`src/hw/flash_host_defs.svh`:
```
// timing counts and register map for the parallel flash host controller
`ifndef FLASH_HOST_DEFS_SVH
`define FLASH_HOST_DEFS_SVH

// ****************************************************************
// register offsets (byte addresses on apb)
// ****************************************************************
`define REG_CTRL_OFS     12'h000
`define REG_ADDR_OFS     12'h004
`define REG_WDATA_OFS    12'h008
`define REG_RDATA_OFS    12'h00c
`define REG_STATUS_OFS   12'h010
`define REG_TIMING_OFS   12'h014

// ****************************************************************
// field positions
// ****************************************************************
`define CTRL_GO_BIT      0
`define CTRL_WRITE_BIT   1
`define CTRL_BYTE_BIT    2
`define CTRL_RESET_BIT   3
`define STAT_BUSY_BIT    0
`define STAT_READY_BIT   1
`define STAT_DONE_BIT    2
`define STAT_RSTACT_BIT  3

// ****************************************************************
// reset values and timing
// ****************************************************************
`define TIMING_RST_VAL   8'h0a
`define RESET_PULSE_NS   500
`define CLK_PERIOD_NS    10
`define RESET_PULSE_CYC  ((`RESET_PULSE_NS + `CLK_PERIOD_NS - 1) / `CLK_PERIOD_NS)

`endif

```
`src/hw/flash_host_pkg.sv`:
```
// types shared by the parallel flash host controller
package flash_host_pkg;
  typedef enum logic [2:0] {
    st_idle,
    st_setup,
    st_strobe,
    st_hold,
    st_reset
  } flash_state_t;
endpackage

```
`src/hw/cycle_timer.sv`:
```
// down-counter producing a one-cycle expiry pulse
module cycle_timer #(
  parameter int WIDTH = 8
) (
  input  wire logic             i_clk,
  input  wire logic             i_rst,
  input  wire logic             i_load,
  input  wire logic [WIDTH-1:0] i_count,
  output logic                  o_expired
);
  logic [WIDTH-1:0] count;
  logic [WIDTH-1:0] next_count;
  logic             running;
  logic             next_running;
  logic             next_expired;

  always_comb
  begin
    next_count   = count;
    next_running = running;
    next_expired = 1'b0;
    if (i_load)
    begin
      next_count   = i_count;
      next_running = 1'b1;
    end
    else if (running)
    begin
      if (count <= WIDTH'(1))
      begin
        next_running = 1'b0;
        next_expired = 1'b1;
      end
      else
        next_count = count - WIDTH'(1);
    end
  end

  always_ff @(posedge i_clk)
  begin
    if (i_rst)
    begin
      count     <= '0;
      running   <= 1'b0;
      o_expired <= 1'b0;
    end
    else
    begin
      count     <= next_count;
      running   <= next_running;
      o_expired <= next_expired;
    end
  end
endmodule

```
`src/hw/flash_host.sv`:
```
// apb-controlled host that drives a parallel nor flash through its pins
// Functional notes
// drive twenty address lines, plus byte lsb
// byte mode: top data pin carries address lsb
// byte mode: data lines 14..8 unused, tri-state
// width select low means byte mode
// chip select high puts bus in standby
// write: strobe low, select low, read-drive high
// reset low aborts program or erase
// device stands by while reset held
// done pin low while busy, open drain
// thirty-five sectors, smallest erase unit
// four boot sectors of 8 to 32 kb
// other thirty-one sectors are 64 kb
// boot block at top or bottom
// command latches take no array location
// read: select and read-drive low, strobe high
// read-array state after power-up and reset
// suspended erase: other sectors read normally
// status data from busy sector or program
// sector returns to array read after algorithm
// timeout bit needs reset to recover
// id mode left only by reset
// data 7 polling bit, data 6 toggle
// device drives bus only during reads
//
// The APB interface to the registers and the register offsets are this design's own decisions.
`include "flash_host_defs.svh"

module flash_host
  import flash_host_pkg::*;
#(
  parameter int ADDR_W = 20,
  parameter int DATA_W = 16
) (
  input  wire logic              i_clk,
  input  wire logic              i_rst,
  input  wire logic              i_psel,
  input  wire logic              i_penable,
  input  wire logic              i_pwrite,
  input  wire logic [11:0]       i_paddr,
  input  wire logic [31:0]       i_pwdata,
  output logic      [31:0]       o_prdata,
  output logic                   o_pready,
  output logic                   o_pslverr,
  output logic      [ADDR_W-1:0] o_addr,
  output logic      [DATA_W-1:0] o_dq,
  output logic      [DATA_W-1:0] o_dq_oe,
  input  wire logic [DATA_W-1:0] i_dq,
  output logic                   o_width_select_n,
  output logic                   o_chip_select_n,
  output logic                   o_read_drive_n,
  output logic                   o_write_strobe_n,
  output logic                   o_reset_n,
  input  wire logic              i_op_done_out
);

  localparam logic [7:0] RESET_CYC = 8'(`RESET_PULSE_CYC);

  // ****************************************************************
  // state
  // ****************************************************************
  flash_state_t      state;
  flash_state_t      next_state;
  logic [20:0]       addr_reg;
  logic [20:0]       next_addr_reg;
  logic [15:0]       wdata;
  logic [15:0]       next_wdata;
  logic [15:0]       rdata;
  logic [15:0]       next_rdata;
  logic [7:0]        timing;
  logic [7:0]        next_timing;
  logic              op_write;
  logic              next_op_write;
  logic              byte_mode;
  logic              next_byte_mode;
  logic              done;
  logic              next_done;
  logic [31:0]       next_prdata;
  logic              next_pready;
  logic              next_pslverr;
  logic [ADDR_W-1:0] next_addr;
  logic [DATA_W-1:0] next_dq;
  logic [DATA_W-1:0] next_dq_oe;
  logic              next_cs_n;
  logic              next_oe_n;
  logic              next_we_n;
  logic              next_rst_n;
  logic              next_wsel_n;
  logic              timer_load;
  logic [7:0]        timer_count;
  logic              timer_exp;
  logic              wr_acc;
  logic              rd_acc;

  cycle_timer #(
    .WIDTH (8)
  ) u_timer (
    .i_clk     (i_clk),
    .i_rst     (i_rst),
    .i_load    (timer_load),
    .i_count   (timer_count),
    .o_expired (timer_exp)
  );

  assign wr_acc = i_psel && i_penable && i_pwrite && !o_pready;
  assign rd_acc = i_psel && i_penable && !i_pwrite && !o_pready;

  // ****************************************************************
  // apb slave and flash sequencer
  // ****************************************************************
  always_comb
  begin
    next_state     = state;
    next_addr_reg  = addr_reg;
    next_wdata     = wdata;
    next_rdata     = rdata;
    next_timing    = timing;
    next_op_write  = op_write;
    next_byte_mode = byte_mode;
    next_done      = done;
    next_prdata    = o_prdata;
    next_pready    = 1'b0;
    next_pslverr   = 1'b0;
    next_addr      = o_addr;
    next_dq        = o_dq;
    next_dq_oe     = o_dq_oe;
    next_cs_n      = o_chip_select_n;
    next_oe_n      = o_read_drive_n;
    next_we_n      = o_write_strobe_n;
    next_rst_n     = o_reset_n;
    next_wsel_n    = !byte_mode;
    timer_load     = 1'b0;
    timer_count    = timing;
    // one-cycle answer; go is refused while busy, data registers still accept writes
    if (wr_acc)
    begin
      next_pready = 1'b1;
      unique case (i_paddr)
        `REG_CTRL_OFS:
        begin
          next_byte_mode = i_pwdata[`CTRL_BYTE_BIT];
          if (state == st_idle)
          begin
            next_op_write = i_pwdata[`CTRL_WRITE_BIT];
            if (i_pwdata[`CTRL_RESET_BIT])
            begin
              next_state  = st_reset;
              next_done   = 1'b0;
              next_cs_n   = 1'b1;
              next_rst_n  = 1'b0;
              timer_load  = 1'b1;
              timer_count = RESET_CYC;
            end
            else if (i_pwdata[`CTRL_GO_BIT])
            begin
              next_state = st_setup;
              next_done  = 1'b0;
            end
          end
        end
        `REG_ADDR_OFS:   next_addr_reg = i_pwdata[20:0];
        `REG_WDATA_OFS:  next_wdata = i_pwdata[15:0];
        `REG_TIMING_OFS: next_timing = (i_pwdata[7:0] == 8'h00) ? 8'h01 : i_pwdata[7:0];
        default:         next_pslverr = 1'b1;
      endcase
    end
    else if (rd_acc)
    begin
      next_pready = 1'b1;
      unique case (i_paddr)
        `REG_CTRL_OFS:   next_prdata = {29'h0, byte_mode, op_write, 1'b0};
        `REG_ADDR_OFS:   next_prdata = {11'h0, addr_reg};
        `REG_WDATA_OFS:  next_prdata = {16'h0, wdata};
        `REG_RDATA_OFS:  next_prdata = {16'h0, rdata};
        `REG_STATUS_OFS: next_prdata = {28'h0, state == st_reset, done,
                                        i_op_done_out, state != st_idle};
        `REG_TIMING_OFS: next_prdata = {24'h0, timing};
        default:
        begin
          next_prdata  = 32'h0;
          next_pslverr = 1'b1;
        end
      endcase
    end

    unique case (state)
      st_idle:
      begin
        next_cs_n  = 1'b1;
        next_oe_n  = 1'b1;
        next_we_n  = 1'b1;
        next_dq_oe = '0;
      end
      st_setup:
      begin
        // address, width and data settle one cycle before the strobe
        next_addr = addr_reg[20:1];
        if (!byte_mode)
          next_addr = addr_reg[19:0];
        next_cs_n = 1'b0;
        next_dq   = wdata;
        if (byte_mode)
        begin
          next_dq    = {addr_reg[0], 7'h00, wdata[7:0]};
          next_dq_oe = {1'b1, 7'h00, {8{op_write}}};
        end
        else
          next_dq_oe = {16{op_write}};
        next_state  = st_strobe;
        timer_load  = 1'b1;
      end
      st_strobe:
      begin
        if (op_write)
        begin
          next_oe_n = 1'b1;
          next_we_n = 1'b0;
        end
        else
        begin
          next_we_n = 1'b1;
          next_oe_n = 1'b0;
        end
        if (timer_exp)
        begin
          // sample before the strobe lifts; status or array data alike
          if (!op_write)
            next_rdata = byte_mode ? {8'h00, i_dq[7:0]} : i_dq;
          next_we_n  = 1'b1;
          next_oe_n  = 1'b1;
          next_state = st_hold;
        end
      end
      st_hold:
      begin
        // one cycle of hold keeps data valid past the rising strobe
        next_cs_n  = 1'b1;
        next_dq_oe = '0;
        next_done  = 1'b1;
        next_state = st_idle;
      end
      st_reset:
      begin
        next_rst_n = 1'b0;
        next_cs_n  = 1'b1;
        if (timer_exp)
        begin
          next_rst_n = 1'b1;
          next_done  = 1'b1;
          next_state = st_idle;
        end
      end
      default:
        next_state = st_idle;
    endcase
  end

  always_ff @(posedge i_clk)
  begin
    if (i_rst)
    begin
      state            <= st_idle;
      addr_reg         <= '0;
      wdata            <= '0;
      rdata            <= '0;
      timing           <= `TIMING_RST_VAL;
      op_write         <= 1'b0;
      byte_mode        <= 1'b0;
      done             <= 1'b0;
      o_prdata         <= '0;
      o_pready         <= 1'b0;
      o_pslverr        <= 1'b0;
      o_addr           <= '0;
      o_dq             <= '0;
      o_dq_oe          <= '0;
      o_width_select_n <= 1'b1;
      o_chip_select_n  <= 1'b1;
      o_read_drive_n   <= 1'b1;
      o_write_strobe_n <= 1'b1;
      o_reset_n        <= 1'b1;
    end
    else
    begin
      state            <= next_state;
      addr_reg         <= next_addr_reg;
      wdata            <= next_wdata;
      rdata            <= next_rdata;
      timing           <= next_timing;
      op_write         <= next_op_write;
      byte_mode        <= next_byte_mode;
      done             <= next_done;
      o_prdata         <= next_prdata;
      o_pready         <= next_pready;
      o_pslverr        <= next_pslverr;
      o_addr           <= next_addr;
      o_dq             <= next_dq;
      o_dq_oe          <= next_dq_oe;
      o_width_select_n <= next_wsel_n;
      o_chip_select_n  <= next_cs_n;
      o_read_drive_n   <= next_oe_n;
      o_write_strobe_n <= next_we_n;
      o_reset_n        <= next_rst_n;
    end
  end
endmodule

```
`config.mk`:
```
export PLATFORM = sky130hd
export DESIGN_NAME = flash_host
export DESIGN_NICKNAME = d
export VERILOG_FILES = /design/src/hw/flash_host_pkg.sv /design/src/hw/cycle_timer.sv /design/src/hw/flash_host.sv
export VERILOG_INCLUDE_DIRS = /design/src /design/src/hw
export SDC_FILE = /design/constraint.sdc
export NUM_CORES = 1
export LEC_CHECK = 0
export BUFFER_PORTS_ARGS = -buffer_cell sky130_fd_sc_hd__buf_2
export CAP_MARGIN = 5
export CELL_PAD_IN_SITES_DETAIL_PLACEMENT = 2
export CELL_PAD_IN_SITES_GLOBAL_PLACEMENT = 2
export CORE_UTILIZATION = 31
export DETAILED_ROUTE_END_ITERATION = 8
export GPL_TIMING_DRIVEN = 0
export PLACE_DENSITY = 0.88
export SLEW_MARGIN = 15
export SYNTH_ARGS = -nofsm -noshare
export SYNTH_HDL_FRONTEND = slang
export SYNTH_SLANG_ARGS = --single-unit
```
`constraint.sdc`:
```
create_clock -name i_clk -period 2.32 [get_ports i_clk]
set_input_delay 0.116 -clock i_clk [delete_from_list [all_inputs] [get_ports i_clk]]
set_output_delay 0.116 -clock i_clk [all_outputs]
set_load 0.005 [all_outputs]
```
==> flow_summary.yaml <==
placement:
  placedInstanceArea_um2: 7300
  pre_cts_ws_ps: -68.1
  buffer_ports.inserted: 133
  gp_congestion: 0.888
  dp_hpwl_um: 18700
floorplanning:
  core-area_um2: 19700
  floorplan.initialDensity_pct: 31.9
  std_cell_rows: 51
  die_width_um: 144
  design.die.area_um2: 20800
  design.portCount: 157
  die_height_um: 144
power:
  total_leakage_power_nw: 3.14
  p_per_area_nw_per_um2: 693
  ir_drop_mv: 0.490
timing:
  fin_ws_ps: 132
  timing.max_slew.rel_slack_pct: 47.1
  timing.final.crit_share_pct: 94.3
  final_hold_viol_count: 0
  grt_setup_unrepaired: "no"
  hold-worst-slack_ps: 29.0
  final-max-slew-violation-count: 0
  tightestPinTransition_ps: 790
  fin_tns_setup_ps: 0
  min_period_ps: 2190
  setup_violations: 0
  finClkSkew_ps: 12.2
  achievable-frequency_mhz: 457
clocking:
  clock_tree_from_tritoncts: "built"
  h_tree_depth: 4
  clk_root_buffer_cell: "sky130_fd_sc_hd__clkbuf_16"
  cts.sink_count: 144
  path_clk_slew_ps: 60
  cts_setup_buffers: 0
  clockBufferDepth: 2
  cts-buffers-inserted: 17
  clk-insertion-delay-late_ps: 450
finish:
  layout.area.seq_um2: 2880
  layout.filler_cells: 2240
  multiInputGateArea_um2: 3000
  final_layout_size_suffix_gt1_share_pct: 22.3
  total_number_of_nets_in_the_final_design: 1010
  finish.utilization_pct: 42.1
  final_common_cell: "sky130_fd_sc_hd__nand2_1"
  synthToLayoutAreaGrowth_pct: 32.0
  mostFrequentLayoutCells: "sky130_fd_sc_hd__nand2_1 (153), sky130_fd_sc_hd__dfxtp_1 (144), sky130_fd_sc_hd__buf_2 (140)"
  layout.cell_area.non_filler_um2: 8270
yosys:
  number_of_enable_type_register_cells_in_the_synthesized_netlist: 0
  syn-mean-instance-area_um2: 8.40
  synth-warning-count: 0
  synth.yosys.seq_area_share_pct: 46.0
  synth_ff_type: "sky130_fd_sc_hd__dfxtp_1"
  combined_area_of_all_synthesized_cells_um2: 6260
  postSynthRegisterBits: 144
  synthesized_instance_count: 746
  postSynth.asyncResetShare_pct: 0
  ys_types: 54
routing:
  drt_first_pass_iters: 4
  drt-wirelength-per-cell_um: 23.5
  drt_drc_violations_left: 0
  detailroute.via_count: 6525
  antenna_violating_nets_post_route: 0
  detailedRoute.firstIterationViolations: 367
  postRouteWirelength_um: 28700
  post_drt_via_cell_ratio: 5.34
global_routing:
  grt_util_met2_pct: 50.1
  groute.layer.met3.usage_pct: 5.40
  grt_pass1_wl_um: 43300
  busiest_layer: "met2"
  grt_pass1_vias: 7134
  pin_count_of_the_biggest_net_entering_global_routing: 17
  grt.total_usage_pct: 28.7
  grt_antenna_before_repair: 2
  globalRoute.totalOverflow: 0
  global_route.usage.met1_pct: 33.8
critical_path:
  worstSetupStartpoint: "state[1]"
  crit_path_max_fanout: 10
  worst_r2r_endpoint: "u_timer.o_expired"
  cp.arrival_ps: 2510
  critical_path_class: "flip-flop to flip-flop"
  timing.critical_path.required_ps: 2640
  worst-r2r-cell-count: 5
  worstSetupStartpointType: "flip-flop"
  r2r_start: "state[1]"
  endpoint: "u_timer.o_expired"
  setup.worst_path.end_class: "flip-flop"
  r2r_slack_ps: 130
status:
  outcome: "finished, final reports clean"
run:
  timing.max_cap.violations: 0
worst_hold_path:
  worstHoldPathType: "input pin to flip-flop"
-- how the worst min path moves through the flow --
stage          cells past startpoint    startpoint           end  slack [ps]
2_1_floorplan                      1   i_pwdata[1]     timing[1]         230
3_3_place_gp                       3       i_dq[0]      rdata[0]         370
3_5_place_dp                       3  i_pwdata[20]  addr_reg[20]         370
4_1_cts                            3   i_pwdata[5]   addr_reg[5]           3
5_1_grt                            3   i_pwdata[1]   addr_reg[1]          40
6_report                           3   i_pwdata[5]   addr_reg[5]          30
-- layout make-up --
cell class | count | share of cell area [%]
Multi-Input combinational cell | 528 | 36.3
Sequential cell | 144 | 34.9
Timing Repair Buffer | 167 | 12.2
Clock buffer | 21 | 5.45
Buffer | 76 | 4.90
Tap cell | 265 | 4.01
Clock inverter | 10 | 1.94
Inverter | 8 | 0.363
Antenna cell | 2 | 0.0605
-- through the flow --
stage	total power, mW	std cells
final	5.73	1221
after global routing	5.86	1219
after CTS	5.73	1219
after detailed placement	2.76	1154
after global placement	2.76	1154
after floorplan	2.63	756
-- routing by layer --
| layer | part of all wire [%] | vias to the layer above |
|---|---|---|
| met3 | 6.1 | 83 |
| met2 | 50 | 302 |
| met1 | 41 | 3210 |
| li1 | - | 2930 |
| met4 | 3.8 | 0 |
| met5 | 0 | - |
-- Yosys cell counts (3+ instances only) --
cell                       instances  area share [%]
sky130_fd_sc_hd__nand4_1           3            0.30
sky130_fd_sc_hd__mux2i_1          47             7.5
sky130_fd_sc_hd__dfxtp_1         144              46
sky130_fd_sc_hd__o22ai_1           8            0.80
sky130_fd_sc_hd__buf_2             7            0.56
sky130_fd_sc_hd__buf_4            24             2.9
sky130_fd_sc_hd__or3_1             3            0.30
sky130_fd_sc_hd__a211oi_1         28             3.4
sky130_fd_sc_hd__xor2_1            3            0.42
sky130_fd_sc_hd__a31oi_1           9            0.90
sky130_fd_sc_hd__clkbuf_1         41             2.5
sky130_fd_sc_hd__nand2_1         153             9.2
sky130_fd_sc_hd__o21ai_1          10            0.80
sky130_fd_sc_hd__nor2_1           63             3.8
sky130_fd_sc_hd__nand2b_1          4            0.40
sky130_fd_sc_hd__nand3_1          17             1.4
sky130_fd_sc_hd__a21oi_1          91             7.3
sky130_fd_sc_hd__xnor2_1           3            0.42
sky130_fd_sc_hd__inv_1             7            0.42
sky130_fd_sc_hd__a22o_1            4            0.56
sky130_fd_sc_hd__nand3b_1         19             2.3
sky130_fd_sc_hd__nor3_1            9            0.72
sky130_fd_sc_hd__o21ai_0           6            0.48
-- where the power goes --
part	switching, mW	leakage (nW)	total [mW]	internal, mW
combinational	0.172	1.69	0.285	0.113
clock	1.15	0.297	2.97	1.82
sequential	0.00162	1.16	2.48	2.47
-- worst max-delay path, stage by stage (launching register included) --
cell                       delay [ps]
sky130_fd_sc_hd__dfxtp_1          360
sky130_fd_sc_hd__clkbuf_1         450
sky130_fd_sc_hd__or3_1            270
sky130_fd_sc_hd__clkbuf_1         510
sky130_fd_sc_hd__nand2_1          140
sky130_fd_sc_hd__nor4_1           330
-- cell families (layout without fill, tap and decap cells) --
family	count (synthesis)	after routing	share of synthesized area (%)
AOI/OAI and AO/OA	168	168	15.7
xor gates and xnor gates	6	6	0.839
adders and majority gates	2	2	0.399
buffers and inverters	84	282	6.85
DFF	144	144	46.0
muxes	50	50	8.41
other	1	13	0.0599
and+or+nand+nor	291	291	21.7
-- timing repair --
action,CTS,global route
cloned,0,0
gates resized for setup,2,9
hold buffers,34,0
hold endpoints to repair,45,0
setup endpoints to repair,27,16
pin swaps,0,0
Note: power is estimated with default switching activity, not from simulation.
